File: config.mk
export PLATFORM = sky130hd
export DESIGN_NAME = pscd_top
export DESIGN_NICKNAME = d
export VERILOG_FILES = /design/src/core/pscd_pkg.sv /design/src/core/pscd_top.sv
export SDC_FILE = /design/constraint.sdc
export NUM_CORES = 1
export LEC_CHECK = 0
export ABC_AREA = 1
export BUFFER_PORTS_ARGS = -buffer_cell sky130_fd_sc_hd__clkbuf_2
export CAP_MARGIN = 15
export CORE_UTILIZATION = 49
export CTS_BUF_LIST = sky130_fd_sc_hd__clkbuf_16
export DETAILED_ROUTE_END_ITERATION = 6
export GPL_TIMING_DRIVEN = 1
export PLACE_DENSITY = 0.77
export SLEW_MARGIN = 20
export SYNTH_ARGS = -nofsm -noshare
export SYNTH_HDL_FRONTEND = slang
export SYNTH_SLANG_ARGS = --single-unit
export TNS_END_PERCENT = 10
File: constraint.sdc
create_clock -name pclk -period 1.8 [get_ports pclk]
set_input_delay 0.27 -clock pclk [delete_from_list [all_inputs] [get_ports pclk]]
set_output_delay 0.27 -clock pclk [all_outputs]
set_load 0.005 [all_outputs]
File: src/core/pscd_pkg.sv
// Package: register map, field layout, reset values and timing for the port scan config block
// Functional notes
// Transmit level code bits 3:0; 0x0 is -0.5dBm, each step adds 0.5dB.
// Transmit level code resets to 0x7, nominal 3.0dBm.
// Code 0xD is the highest recommended level, 6.0dBm.
// Codes 0xE and 0xF are stored as written; output may clip.
// Dwell multiplier bits 11:8 sit in scan config bits 7:4, RW, reset zero.
// Dwell bits 7:0 sit in their own RW register; multiplier counts bit periods.
// Low dwell byte resets to 0x52, 82 bit periods, one probe frame.
// Cleared include bit makes the scan skip that RF port.
// Set include bit makes the scan visit the port; all reset to one.
// User dwell multiplier governs dwell only when hold select equals 0x3.
// Dwell counter reloads from current multiplier on each move to a new port.
package pscd_pkg;
    // ------------------------------------------------------------
    // Register word indexes, decoded from paddr bits 5:2 (printed offsets not all multiples of four)
    // ------------------------------------------------------------
    localparam logic [3:0] PSCD_IDX_LEVEL = 4'h3;
    localparam logic [3:0] PSCD_IDX_SCAN_CFG = 4'h4;
    localparam logic [3:0] PSCD_IDX_DWELL_LOW = 4'h5;
    localparam logic [3:0] PSCD_IDX_SCAN_CTRL = 4'h2;
    localparam logic [3:0] PSCD_IDX_SCAN_STAT = 4'h6;
    // ------------------------------------------------------------
    // Reset values
    // ------------------------------------------------------------
    localparam logic [3:0] PSCD_LEVEL_RST = 4'h7;
    localparam logic [3:0] PSCD_LEVEL_CEIL = 4'hd;
    localparam logic [3:0] PSCD_DWELL_HIGH_RST = 4'h0;
    localparam logic [7:0] PSCD_DWELL_LOW_RST = 8'h52;
    localparam logic [3:0] PSCD_INCLUDE_RST = 4'hf;
    localparam logic [1:0] PSCD_HOLD_RST = 2'h1;
    localparam logic [1:0] PSCD_HOLD_USER = 2'h3;
    localparam logic [1:0] PSCD_HOLD_ONE = 2'h1;
    localparam logic [1:0] PSCD_HOLD_SIXTEEN = 2'h2;
    localparam logic [1:0] PSCD_HOLD_MANUAL = 2'h0;
    // ------------------------------------------------------------
    // Field positions
    // ------------------------------------------------------------
    localparam int PSCD_LEVEL_LSB = 0;
    localparam int PSCD_INCLUDE_LSB = 0;
    localparam int PSCD_DWELL_HIGH_LSB = 4;
    localparam int PSCD_HOLD_LSB = 4;
    localparam int PSCD_START_BIT = 0;
    localparam int PSCD_STEP_BIT = 1;
    // ------------------------------------------------------------
    // Timing: bit period at the default link rate
    // ------------------------------------------------------------
    localparam int PSCD_CLK_HZ = 40000000;
    localparam int PSCD_BIT_RATE_BPS = 9600;
    localparam int PSCD_BIT_CYCLES = PSCD_CLK_HZ / PSCD_BIT_RATE_BPS;
    localparam logic [11:0] PSCD_SIXTEEN_BITS = 12'h010;
    localparam logic [11:0] PSCD_ONE_BIT = 12'h001;

    typedef struct packed {
        logic [3:0] tx_level_code;
        logic [3:0] port_include;
        logic [11:0] dwell_multiplier_low;
        logic [1:0] hold_sel;
    } pscd_cfg_t;

    typedef struct packed {
        logic scanning;
        logic [1:0] port;
    } pscd_scan_t;
endpackage

File: src/core/pscd_top.sv
// Module: APB register bank and port scan sequencer for dwell and transmit level
//
// Added by the designer: the APB interface to the registers.
`timescale 1ns/100ps
module pscd_top #(
    parameter int BIT_CYCLES = pscd_pkg::PSCD_BIT_CYCLES
) (
    input wire logic pclk,
    input wire logic presetn,
    input wire logic psel,
    input wire logic penable,
    input wire logic pwrite,
    input wire logic [7:0] paddr,
    input wire logic [31:0] pwdata,
    output logic [31:0] prdata,
    output logic pready,
    output logic pslverr,
    output logic [3:0] tx_level_code,
    output logic [1:0] scan_port,
    output logic scan_active
);
    // ------------------------------------------------------------
    // Bus decode
    // ------------------------------------------------------------
    wire logic setup = psel && !penable;
    wire logic acc = psel && penable;
    wire logic aligned = (paddr[1:0] == 2'h0) && (paddr[7:6] == 2'h0);
    wire logic [3:0] idx = paddr[5:2];
    wire logic hit_level = aligned && idx == pscd_pkg::PSCD_IDX_LEVEL;
    wire logic hit_cfg = aligned && idx == pscd_pkg::PSCD_IDX_SCAN_CFG;
    wire logic hit_low = aligned && idx == pscd_pkg::PSCD_IDX_DWELL_LOW;
    wire logic hit_ctrl = aligned && idx == pscd_pkg::PSCD_IDX_SCAN_CTRL;
    wire logic hit_stat = aligned && idx == pscd_pkg::PSCD_IDX_SCAN_STAT;
    wire logic hit_any = hit_level || hit_cfg || hit_low || hit_ctrl || hit_stat;
    // Write lands once, at the edge that ends the access phase: access with pready to a mapped address
    wire logic wr = acc && pready && pwrite && hit_any;

    logic [3:0] level_reg;
    logic [3:0] include_reg;
    logic [3:0] dwell_high_reg;
    logic [7:0] dwell_low_reg;
    logic [1:0] hold_reg;
    logic start_reg;
    logic step_reg;

    // ------------------------------------------------------------
    // Configuration registers
    // ------------------------------------------------------------
    // Every code 0x0..0xf is stored unfiltered; 0xe/0xf may clip the output
    always_ff @(posedge pclk or negedge presetn) begin
        if (!presetn) begin
            level_reg <= pscd_pkg::PSCD_LEVEL_RST;
            include_reg <= pscd_pkg::PSCD_INCLUDE_RST;
            dwell_high_reg <= pscd_pkg::PSCD_DWELL_HIGH_RST;
            dwell_low_reg <= pscd_pkg::PSCD_DWELL_LOW_RST;
            hold_reg <= pscd_pkg::PSCD_HOLD_RST;
        end else if (wr) begin
            if (hit_level) begin
                level_reg <= pwdata[pscd_pkg::PSCD_LEVEL_LSB +: 4];
            end
            if (hit_cfg) begin
                dwell_high_reg <= pwdata[pscd_pkg::PSCD_DWELL_HIGH_LSB +: 4];
                include_reg <= pwdata[pscd_pkg::PSCD_INCLUDE_LSB +: 4];
            end
            if (hit_low) begin
                dwell_low_reg <= pwdata[7:0];
            end
            if (hit_ctrl) begin
                hold_reg <= pwdata[pscd_pkg::PSCD_HOLD_LSB +: 2];
            end
        end
    end

    // Start and manual step are self-clearing one-cycle pulses
    always_ff @(posedge pclk or negedge presetn) begin
        if (!presetn) begin
            start_reg <= 1'b0;
            step_reg <= 1'b0;
        end else begin
            start_reg <= wr && hit_ctrl && pwdata[pscd_pkg::PSCD_START_BIT];
            step_reg <= wr && hit_ctrl && pwdata[pscd_pkg::PSCD_STEP_BIT];
        end
    end

    pscd_pkg::pscd_cfg_t cfg;
    assign cfg.tx_level_code = level_reg;
    assign cfg.port_include = include_reg;
    assign cfg.dwell_multiplier_low = {dwell_high_reg, dwell_low_reg};
    assign cfg.hold_sel = hold_reg;

    // ------------------------------------------------------------
    // Bit period enable
    // ------------------------------------------------------------
    logic [15:0] div_reg;
    wire logic bit_tick = div_reg == 16'(BIT_CYCLES - 1);
    always_ff @(posedge pclk or negedge presetn) begin
        if (!presetn) begin
            div_reg <= 16'h0000;
        end else if (bit_tick || !scan_active) begin
            div_reg <= 16'h0000;
        end else begin
            div_reg <= div_reg + 16'h0001;
        end
    end

    // ------------------------------------------------------------
    // Scan sequencer
    // ------------------------------------------------------------
    // Dwell in bit periods chosen by the hold select field
    wire logic [11:0] dwell_len = (cfg.hold_sel == pscd_pkg::PSCD_HOLD_USER) ? cfg.dwell_multiplier_low :
        (cfg.hold_sel == pscd_pkg::PSCD_HOLD_SIXTEEN) ? pscd_pkg::PSCD_SIXTEEN_BITS : pscd_pkg::PSCD_ONE_BIT;
    wire logic manual = cfg.hold_sel == pscd_pkg::PSCD_HOLD_MANUAL;

    // Next included port after the current one, wrapping; current kept if none other
    logic [1:0] next_port;
    logic found;
    always_comb begin
        next_port = scan_port;
        found = 1'b0;
        for (int k = 1; k <= 4; k++) begin
            if (!found && cfg.port_include[2'(scan_port + 2'(k))]) begin
                next_port = 2'(scan_port + 2'(k));
                found = 1'b1;
            end
        end
    end

    logic [1:0] first_port;
    always_comb begin
        first_port = 2'h0;
        for (int k = 3; k >= 0; k--) begin
            if (cfg.port_include[k]) begin
                first_port = 2'(k);
            end
        end
    end

    typedef enum logic [0:0] {
        PSCD_IDLE = 1'b0,
        PSCD_DWELL = 1'b1
    } pscd_state_t;
    pscd_state_t state_reg;
    logic [11:0] cnt_reg;

    // Zero multiplier in user mode is treated as one bit period
    wire logic dwell_done = bit_tick && (cnt_reg <= 12'h001);
    wire logic advance = manual ? step_reg : dwell_done;
    // A scan with every port excluded never starts
    wire logic can_start = start_reg && (cfg.port_include != 4'h0);

    always_ff @(posedge pclk or negedge presetn) begin
        if (!presetn) begin
            state_reg <= PSCD_IDLE;
            scan_port <= 2'h0;
            scan_active <= 1'b0;
            cnt_reg <= 12'h000;
        end else begin
            unique case (state_reg)
                PSCD_IDLE: begin
                    if (can_start) begin
                        state_reg <= PSCD_DWELL;
                        scan_active <= 1'b1;
                        scan_port <= first_port;
                        cnt_reg <= dwell_len;
                    end
                end
                PSCD_DWELL: begin
                    if (cfg.port_include == 4'h0) begin
                        state_reg <= PSCD_IDLE;
                        scan_active <= 1'b0;
                    end else if (advance) begin
                        scan_port <= next_port;
                        cnt_reg <= dwell_len;
                    end else if (bit_tick && cnt_reg != 12'h000) begin
                        cnt_reg <= cnt_reg - 12'h001;
                    end
                end
            endcase
        end
    end

    always_ff @(posedge pclk or negedge presetn) begin
        if (!presetn) begin
            tx_level_code <= pscd_pkg::PSCD_LEVEL_RST;
        end else begin
            tx_level_code <= cfg.tx_level_code;
        end
    end

    // ------------------------------------------------------------
    // Read data and answer
    // ------------------------------------------------------------
    // Zero wait states: pready rises in every access phase
    wire logic [31:0] rd_mux = hit_level ? {28'h0, level_reg} :
        hit_cfg ? {24'h0, dwell_high_reg, include_reg} :
        hit_low ? {24'h0, dwell_low_reg} :
        hit_ctrl ? {26'h0, hold_reg, 4'h0} :
        hit_stat ? {29'h0, scan_active, scan_port} : 32'h0;

    always_ff @(posedge pclk or negedge presetn) begin
        if (!presetn) begin
            prdata <= 32'h0;
            pready <= 1'b0;
            pslverr <= 1'b0;
        end else begin
            pready <= setup;
            pslverr <= setup && !hit_any;
            prdata <= (setup && !pwrite) ? rd_mux : 32'h0;
        end
    end

    // ------------------------------------------------------------
    // Checks
    // ------------------------------------------------------------
    level_rst_a: assert property (@(posedge pclk) $rose(presetn) |-> level_reg == 4'h7)
        else $error("level code not 0x7 after reset");
    level_store_a: assert property (@(posedge pclk) disable iff (!presetn)
        wr && hit_level |=> level_reg == $past(pwdata[3:0]))
        else $error("level code not stored as written");
    level_out_a: assert property (@(posedge pclk) disable iff (!presetn)
        ##1 tx_level_code == $past(level_reg))
        else $error("level output lags wrongly");
    low_rst_a: assert property (@(posedge pclk) $rose(presetn) |-> dwell_low_reg == 8'h52)
        else $error("dwell low not 0x52 after reset");
    high_store_a: assert property (@(posedge pclk) disable iff (!presetn)
        wr && hit_cfg |=> dwell_high_reg == $past(pwdata[7:4]))
        else $error("dwell high nibble not stored");
    low_store_a: assert property (@(posedge pclk) disable iff (!presetn)
        wr && hit_low |=> cfg.dwell_multiplier_low[7:0] == $past(pwdata[7:0]))
        else $error("dwell low byte not stored");
    skip_port_a: assert property (@(posedge pclk) disable iff (!presetn)
        state_reg == PSCD_DWELL && advance && include_reg != 4'h0 |-> include_reg[next_port])
        else $error("scan moving to excluded port");
    include_rst_a: assert property (@(posedge pclk) $rose(presetn) |-> include_reg == 4'hf)
        else $error("include bits not all set after reset");
    user_dwell_a: assert property (@(posedge pclk) disable iff (!presetn)
        hold_reg == 2'h3 |-> dwell_len == {dwell_high_reg, dwell_low_reg})
        else $error("user dwell not selected");
    reload_a: assert property (@(posedge pclk) disable iff (!presetn)
        state_reg == PSCD_DWELL && advance && include_reg != 4'h0 |=> cnt_reg == $past(dwell_len))
        else $error("dwell counter not reloaded");

    // ------------------------------------------------------------
    // Bus answer checks
    // ------------------------------------------------------------
    // Zero wait states are part of the contract, so any stretch is a fault
    ready_setup_a: assert property (@(posedge pclk) disable iff (!presetn)
        setup |=> pready)
        else $error("no ready after setup");
    ready_pulse_a: assert property (@(posedge pclk) disable iff (!presetn)
        pready |=> !pready)
        else $error("ready held too long");
    err_unmapped_a: assert property (@(posedge pclk) disable iff (!presetn)
        setup && !hit_any |=> pslverr)
        else $error("unmapped access not refused");
    err_mapped_a: assert property (@(posedge pclk) disable iff (!presetn)
        setup && hit_any |=> !pslverr)
        else $error("mapped access refused");
    err_ready_a: assert property (@(posedge pclk) disable iff (!presetn)
        pslverr |-> pready)
        else $error("error without ready");
    rdata_idle_a: assert property (@(posedge pclk) disable iff (!presetn)
        !pready |-> prdata == 32'h0)
        else $error("read data outside access");
    rdata_level_a: assert property (@(posedge pclk) disable iff (!presetn)
        setup && !pwrite && hit_level |=> prdata == {28'h0, $past(level_reg)})
        else $error("level read data wrong");
    rdata_cfg_a: assert property (@(posedge pclk) disable iff (!presetn)
        setup && !pwrite && hit_cfg |=> prdata == {24'h0, $past(dwell_high_reg), $past(include_reg)})
        else $error("scan config read data wrong");
    rdata_low_a: assert property (@(posedge pclk) disable iff (!presetn)
        setup && !pwrite && hit_low |=> prdata == {24'h0, $past(dwell_low_reg)})
        else $error("dwell low read data wrong");
    refused_write_a: assert property (@(posedge pclk) disable iff (!presetn)
        acc && pready && pwrite && !hit_any |=> $stable(level_reg) && $stable(include_reg) &&
        $stable(dwell_high_reg) && $stable(dwell_low_reg) && $stable(hold_reg))
        else $error("refused write changed a register");

    // ------------------------------------------------------------
    // Register checks
    // ------------------------------------------------------------
    level_hold_a: assert property (@(posedge pclk) disable iff (!presetn)
        !(wr && hit_level) |=> $stable(level_reg))
        else $error("level code changed without write");
    cfg_hold_a: assert property (@(posedge pclk) disable iff (!presetn)
        !(wr && hit_cfg) |=> $stable(include_reg) && $stable(dwell_high_reg))
        else $error("scan config changed without write");
    low_hold_a: assert property (@(posedge pclk) disable iff (!presetn)
        !(wr && hit_low) |=> $stable(dwell_low_reg))
        else $error("dwell low changed without write");
    include_store_a: assert property (@(posedge pclk) disable iff (!presetn)
        wr && hit_cfg |=> include_reg == $past(pwdata[3:0]))
        else $error("include bits not stored");
    hold_store_a: assert property (@(posedge pclk) disable iff (!presetn)
        wr && hit_ctrl |=> hold_reg == $past(pwdata[5:4]))
        else $error("hold select not stored");
    high_rst_a: assert property (@(posedge pclk) $rose(presetn) |-> dwell_high_reg == 4'h0)
        else $error("dwell high not zero after reset");
    out_rst_a: assert property (@(posedge pclk) $rose(presetn) |-> tx_level_code == 4'h7)
        else $error("level output not 0x7 after reset");
    hold_rst_a: assert property (@(posedge pclk) $rose(presetn) |-> hold_reg == 2'h1)
        else $error("hold select not one after reset");
    start_pulse_a: assert property (@(posedge pclk) disable iff (!presetn)
        start_reg |=> !start_reg)
        else $error("start pulse too long");
    step_pulse_a: assert property (@(posedge pclk) disable iff (!presetn)
        step_reg |=> !step_reg)
        else $error("step pulse too long");

    // ------------------------------------------------------------
    // Scan checks
    // ------------------------------------------------------------
    // The scan flag and the state must never disagree, or reads lie
    idle_state_a: assert property (@(posedge pclk) disable iff (!presetn)
        !scan_active |-> state_reg == PSCD_IDLE)
        else $error("scan flag and state disagree");
    stop_empty_a: assert property (@(posedge pclk) disable iff (!presetn)
        scan_active && include_reg == 4'h0 |=> !scan_active)
        else $error("scan kept running with no port");
    start_first_a: assert property (@(posedge pclk) disable iff (!presetn)
        state_reg == PSCD_IDLE && can_start |=> scan_active && scan_port == $past(first_port))
        else $error("scan did not start on first port");
    start_empty_a: assert property (@(posedge pclk) disable iff (!presetn)
        state_reg == PSCD_IDLE && start_reg && include_reg == 4'h0 |=> !scan_active)
        else $error("scan started with no port");
    one_bit_a: assert property (@(posedge pclk) disable iff (!presetn)
        hold_reg == 2'h1 |-> dwell_len == 12'h001)
        else $error("one bit dwell not selected");
    sixteen_bit_a: assert property (@(posedge pclk) disable iff (!presetn)
        hold_reg == 2'h2 |-> dwell_len == 12'h010)
        else $error("sixteen bit dwell not selected");
    manual_hold_a: assert property (@(posedge pclk) disable iff (!presetn)
        scan_active && manual && !step_reg && include_reg != 4'h0 |=> $stable(scan_port))
        else $error("manual scan moved without step");
    count_down_a: assert property (@(posedge pclk) disable iff (!presetn)
        state_reg == PSCD_DWELL && !advance && bit_tick && cnt_reg != 12'h000 && include_reg != 4'h0
        |=> cnt_reg == $past(cnt_reg) - 12'h001)
        else $error("dwell counter not counting down");
    count_hold_a: assert property (@(posedge pclk) disable iff (!presetn)
        state_reg == PSCD_DWELL && !advance && !bit_tick && include_reg != 4'h0 |=> $stable(cnt_reg))
        else $error("dwell counter moved between ticks");
    div_idle_a: assert property (@(posedge pclk) disable iff (!presetn)
        !scan_active |=> div_reg == 16'h0000)
        else $error("bit divider runs while idle");
endmodule

==> results.sh <==
export IMPL_type_of_the_most_critical_hold_path="in -> reg"
export IMPL_synthesis_instances=542
export IMPL_rows=32
export IMPL_place_port_buffers=37
export IMPL_regToRegEndpoint="cnt_reg[3]"
export IMPL_final_period_minus_worst_setup_slack_ns=1.678
export IMPL_finalWeightedCongestion=0.8893
export IMPL_largest_register_ffs=16
export IMPL_cap_viol_max_count=0
export IMPL_wl_per_cell_um=12.68
export IMPL_clock_skew_ns=0.007438
export IMPL_synth_main_ff_cell="sky130_fd_sc_hd__dfrtp_1"
export IMPL_grt_start_max_net_pins=71
export IMPL_endpoint_of_the_most_critical_setup_path="cnt_reg[3]"
export IMPL_fillCellCount=698
export IMPL_layout_area_seq_um2=1769
export IMPL_postSynthRegisterBits=70
export IMPL_h_tree_depth=3
export IMPL_syn_to_final_growth_pct=14.67
export IMPL_core_um2=7888
export IMPL_avgSynthCellArea_um2=7.556
export IMPL_wl_um=8915
export IMPL_grt_pass1_vias=3417
export IMPL_detail_route_vias_per_cell=5.087
export IMPL_r2r_cells=11
export IMPL_num_vias=3576
export IMPL_drive_above_1_share_pct=19.30
export IMPL_die_height_um=93.42
export IMPL_cp_required_ns=2.02
export IMPL_report_power_total_mw=3.363
export IMPL_ys_types=36
export IMPL_timing_startpoint_of_the_critical_path="hold_reg[0]"
export IMPL_max_freq_mhz=596.0
export IMPL_timing_worst_setup_path_type="reg -> reg"
export IMPL_synth_seq_area_share_pct=43.20
export IMPL_multiInputGateArea_um2=1977
export IMPL_drt_first_pass_iters=4
export IMPL_initial_utilization_pct=51.92
export IMPL_synth_edf_count=0
export IMPL_die_area_um2=8727
export IMPL_detail_route_antenna_nets=0
export IMPL_drcViolationCount=0
export IMPL_ir_worst_vdd_mv=0.4733
export IMPL_clkLatencyLatePin_ns=0.33
export IMPL_gr_usage_all_layers_pct=22.15
export IMPL_post_cts_buffers=0
export IMPL_reg2reg_launch_point="hold_reg[0]"
export IMPL_numClockSinks=70
export IMPL_synth_warnings=0
export IMPL_finalHoldViolCount=0
export IMPL_die_width_um=93.42
export IMPL_place_detailed_hpwl_um=6572
export IMPL_worst_ep_arrival_time_ns=1.90
export IMPL_cellLeakagePower_nw=2.356
export IMPL_layout_cell_area_non_filler_um2=4696
export IMPL_antenna_found_initial=0
export IMPL_cts_buffer_depth=2
export IMPL_worstSetupEndpointType="flop"
export IMPL_reg2reg_setup_slack_ns=0.12
export IMPL_status="completed"
export IMPL_worstSetupStartpointType="flop"
export IMPL_clock_tree_from_tritoncts="done"
export IMPL_async_set_or_reset_register_ratio_after_synthesis_pct=100.0
export IMPL_setup_viol=0
export IMPL_cts_made_buffers=9
export IMPL_pwr_density_cell_nw_per_um2=716.2
export IMPL_dpl_cell_area_um2=4373
export IMPL_slew_viol_final=0
export IMPL_grt_setup_unrepaired="yes"
export IMPL_cts_reportedPaths_clkPinSlew_ns=0.06
export IMPL_netlist_area_um2=4095
export IMPL_grt_first_pass_wirelength_um=15170
export IMPL_post_route_clock_period_utilization_pct=93.21
export IMPL_ctsRootBufferMaster="sky130_fd_sc_hd__clkbuf_16"
export IMPL_grt_overflow_total=0
export IMPL_final_nets=646
export IMPL_ioPinCount=86
export IMPL_crit_path_max_fanout=19
export IMPL_detailedRoute_firstIterationViolations=205
export IMPL_antenna_cells_inserted=0
critical path, cell delays in order (launching register included):
cell                      delay (ns)
sky130_fd_sc_hd__dfstp_2        0.57
sky130_fd_sc_hd__inv_2          0.06
sky130_fd_sc_hd__nand2_1        0.07
sky130_fd_sc_hd__nand2_1        0.06
sky130_fd_sc_hd__nor2_2         0.12
sky130_fd_sc_hd__nand4_4        0.17
sky130_fd_sc_hd__nand2_8        0.17
sky130_fd_sc_hd__inv_2          0.10
sky130_fd_sc_hd__nand2_1        0.07
sky130_fd_sc_hd__nand2_1        0.04
sky130_fd_sc_hd__nand2_1        0.06
sky130_fd_sc_hd__nand2_1        0.06
cell type report:
class | instances | area share [%]
Multi-Input combinational cell | 402 | 42.10
Sequential cell | 70 | 37.68
Timing Repair Buffer | 51 | 6.501
Inverter | 62 | 4.956
Clock buffer | 9 | 4.796
Tap cell | 102 | 2.718
Clock inverter | 7 | 1.252
layout by cell type (no fill, tap or decap), types with 12 or more instances in the layout:
cell type / instances
sky130_fd_sc_hd__buf_4: 12
sky130_fd_sc_hd__dfrtp_1: 56
sky130_fd_sc_hd__nand2_1: 157
sky130_fd_sc_hd__o21ai_1: 14
sky130_fd_sc_hd__dfstp_2: 14
sky130_fd_sc_hd__clkbuf_2: 36
sky130_fd_sc_hd__nor2_1: 49
sky130_fd_sc_hd__conb_1: 24
sky130_fd_sc_hd__o21ai_0: 24
sky130_fd_sc_hd__inv_1: 54
sky130_fd_sc_hd__nand3_1: 39
sky130_fd_sc_hd__a21oi_1: 20
report_power, final:
part,switching (mW),internal [mW]
logic,0.0819,0.0331
registers,0.00202,1.58
clock network,0.717,0.950
stage by stage:
step                      utilization (%)  instances  hold WS, ns  setup TNS, ns  setup slack (ns)
after detailed placement            55.44        686       0.3240              0           0.07969
after global placement              55.44        686       0.3179              0            0.1388
after global routing                59.53        703       0.1376       -0.09749          -0.02812
final                               59.53        703       0.1201              0            0.1222
after floorplan                         -        565     -0.02559              0            0.1560
after CTS                           59.17        703       0.1170              0           0.05813
synthesized netlist by cell type, drive strengths merged, types with 2 or more instances:
cell | n | area [um2]
nand2 | 167 | 656.9
inv | 60 | 225.2
nor2 | 57 | 239.0
dfrtp | 56 | 1401
nand3 | 43 | 235.2
o21ai | 39 | 199.0
buf | 31 | 231.5
a21oi | 20 | 100.1
dfstp | 14 | 367.9
nor3 | 12 | 70.07
nand4 | 10 | 77.57
xor2 | 8 | 70.07
ha | 5 | 62.56
a31oi | 4 | 40.04
xnor2 | 4 | 35.03
nor4 | 3 | 18.77
clkinv | 2 | 7.510
mux2 | 2 | 22.52
o211ai | 2 | 15.01
worst min-delay path by stage:
stage	from	endpoint	slack, ns	depth (start not counted)
after floorplan	presetn	cnt_reg[0]	-0.03	0
after global placement	presetn	div_reg[5]	0.32	2
after detailed placement	presetn	div_reg[5]	0.32	2
after CTS	penable	pslverr	0.12	2
after global routing	penable	pslverr	0.14	2
final	penable	pslverr	0.12	2
logic make-up (layout without fill, tap and decap cells):
| family | count (synthesis) | after routing | share of synthesized area [%] |
|---|---|---|---|
| adders and majority gates | 5 | 5 | 1.528 |
| muxes | 2 | 2 | 0.5499 |
| and+or+nand+nor | 293 | 293 | 31.87 |
| buffers and inverters | 93 | 129 | 11.33 |
| other | 1 | 24 | 0.09157 |
| DFF | 70 | 70 | 43.20 |
| AOI/OAI and AO/OA | 66 | 66 | 8.861 |
| xor gates and xnor gates | 12 | 12 | 2.566 |
repair_timing:
action / 4_1_cts / 5_1_grt
setup endpoints to repair: 0 / 15
endpoints found under the hold margin: 56 / 0
resized for setup: 0 / 6
hold buffers: 1 / 0
per-layer routing:
layer	routed length, um	track usage, %	up-vias
li1	-	-	1799
met1	3964	27.07	1672
met2	4481	37.44	89
met3	316	4.715	16
met4	152	10.00	0
met5	0	0	-
Note: power is estimated with default switching activity, not from simulation.
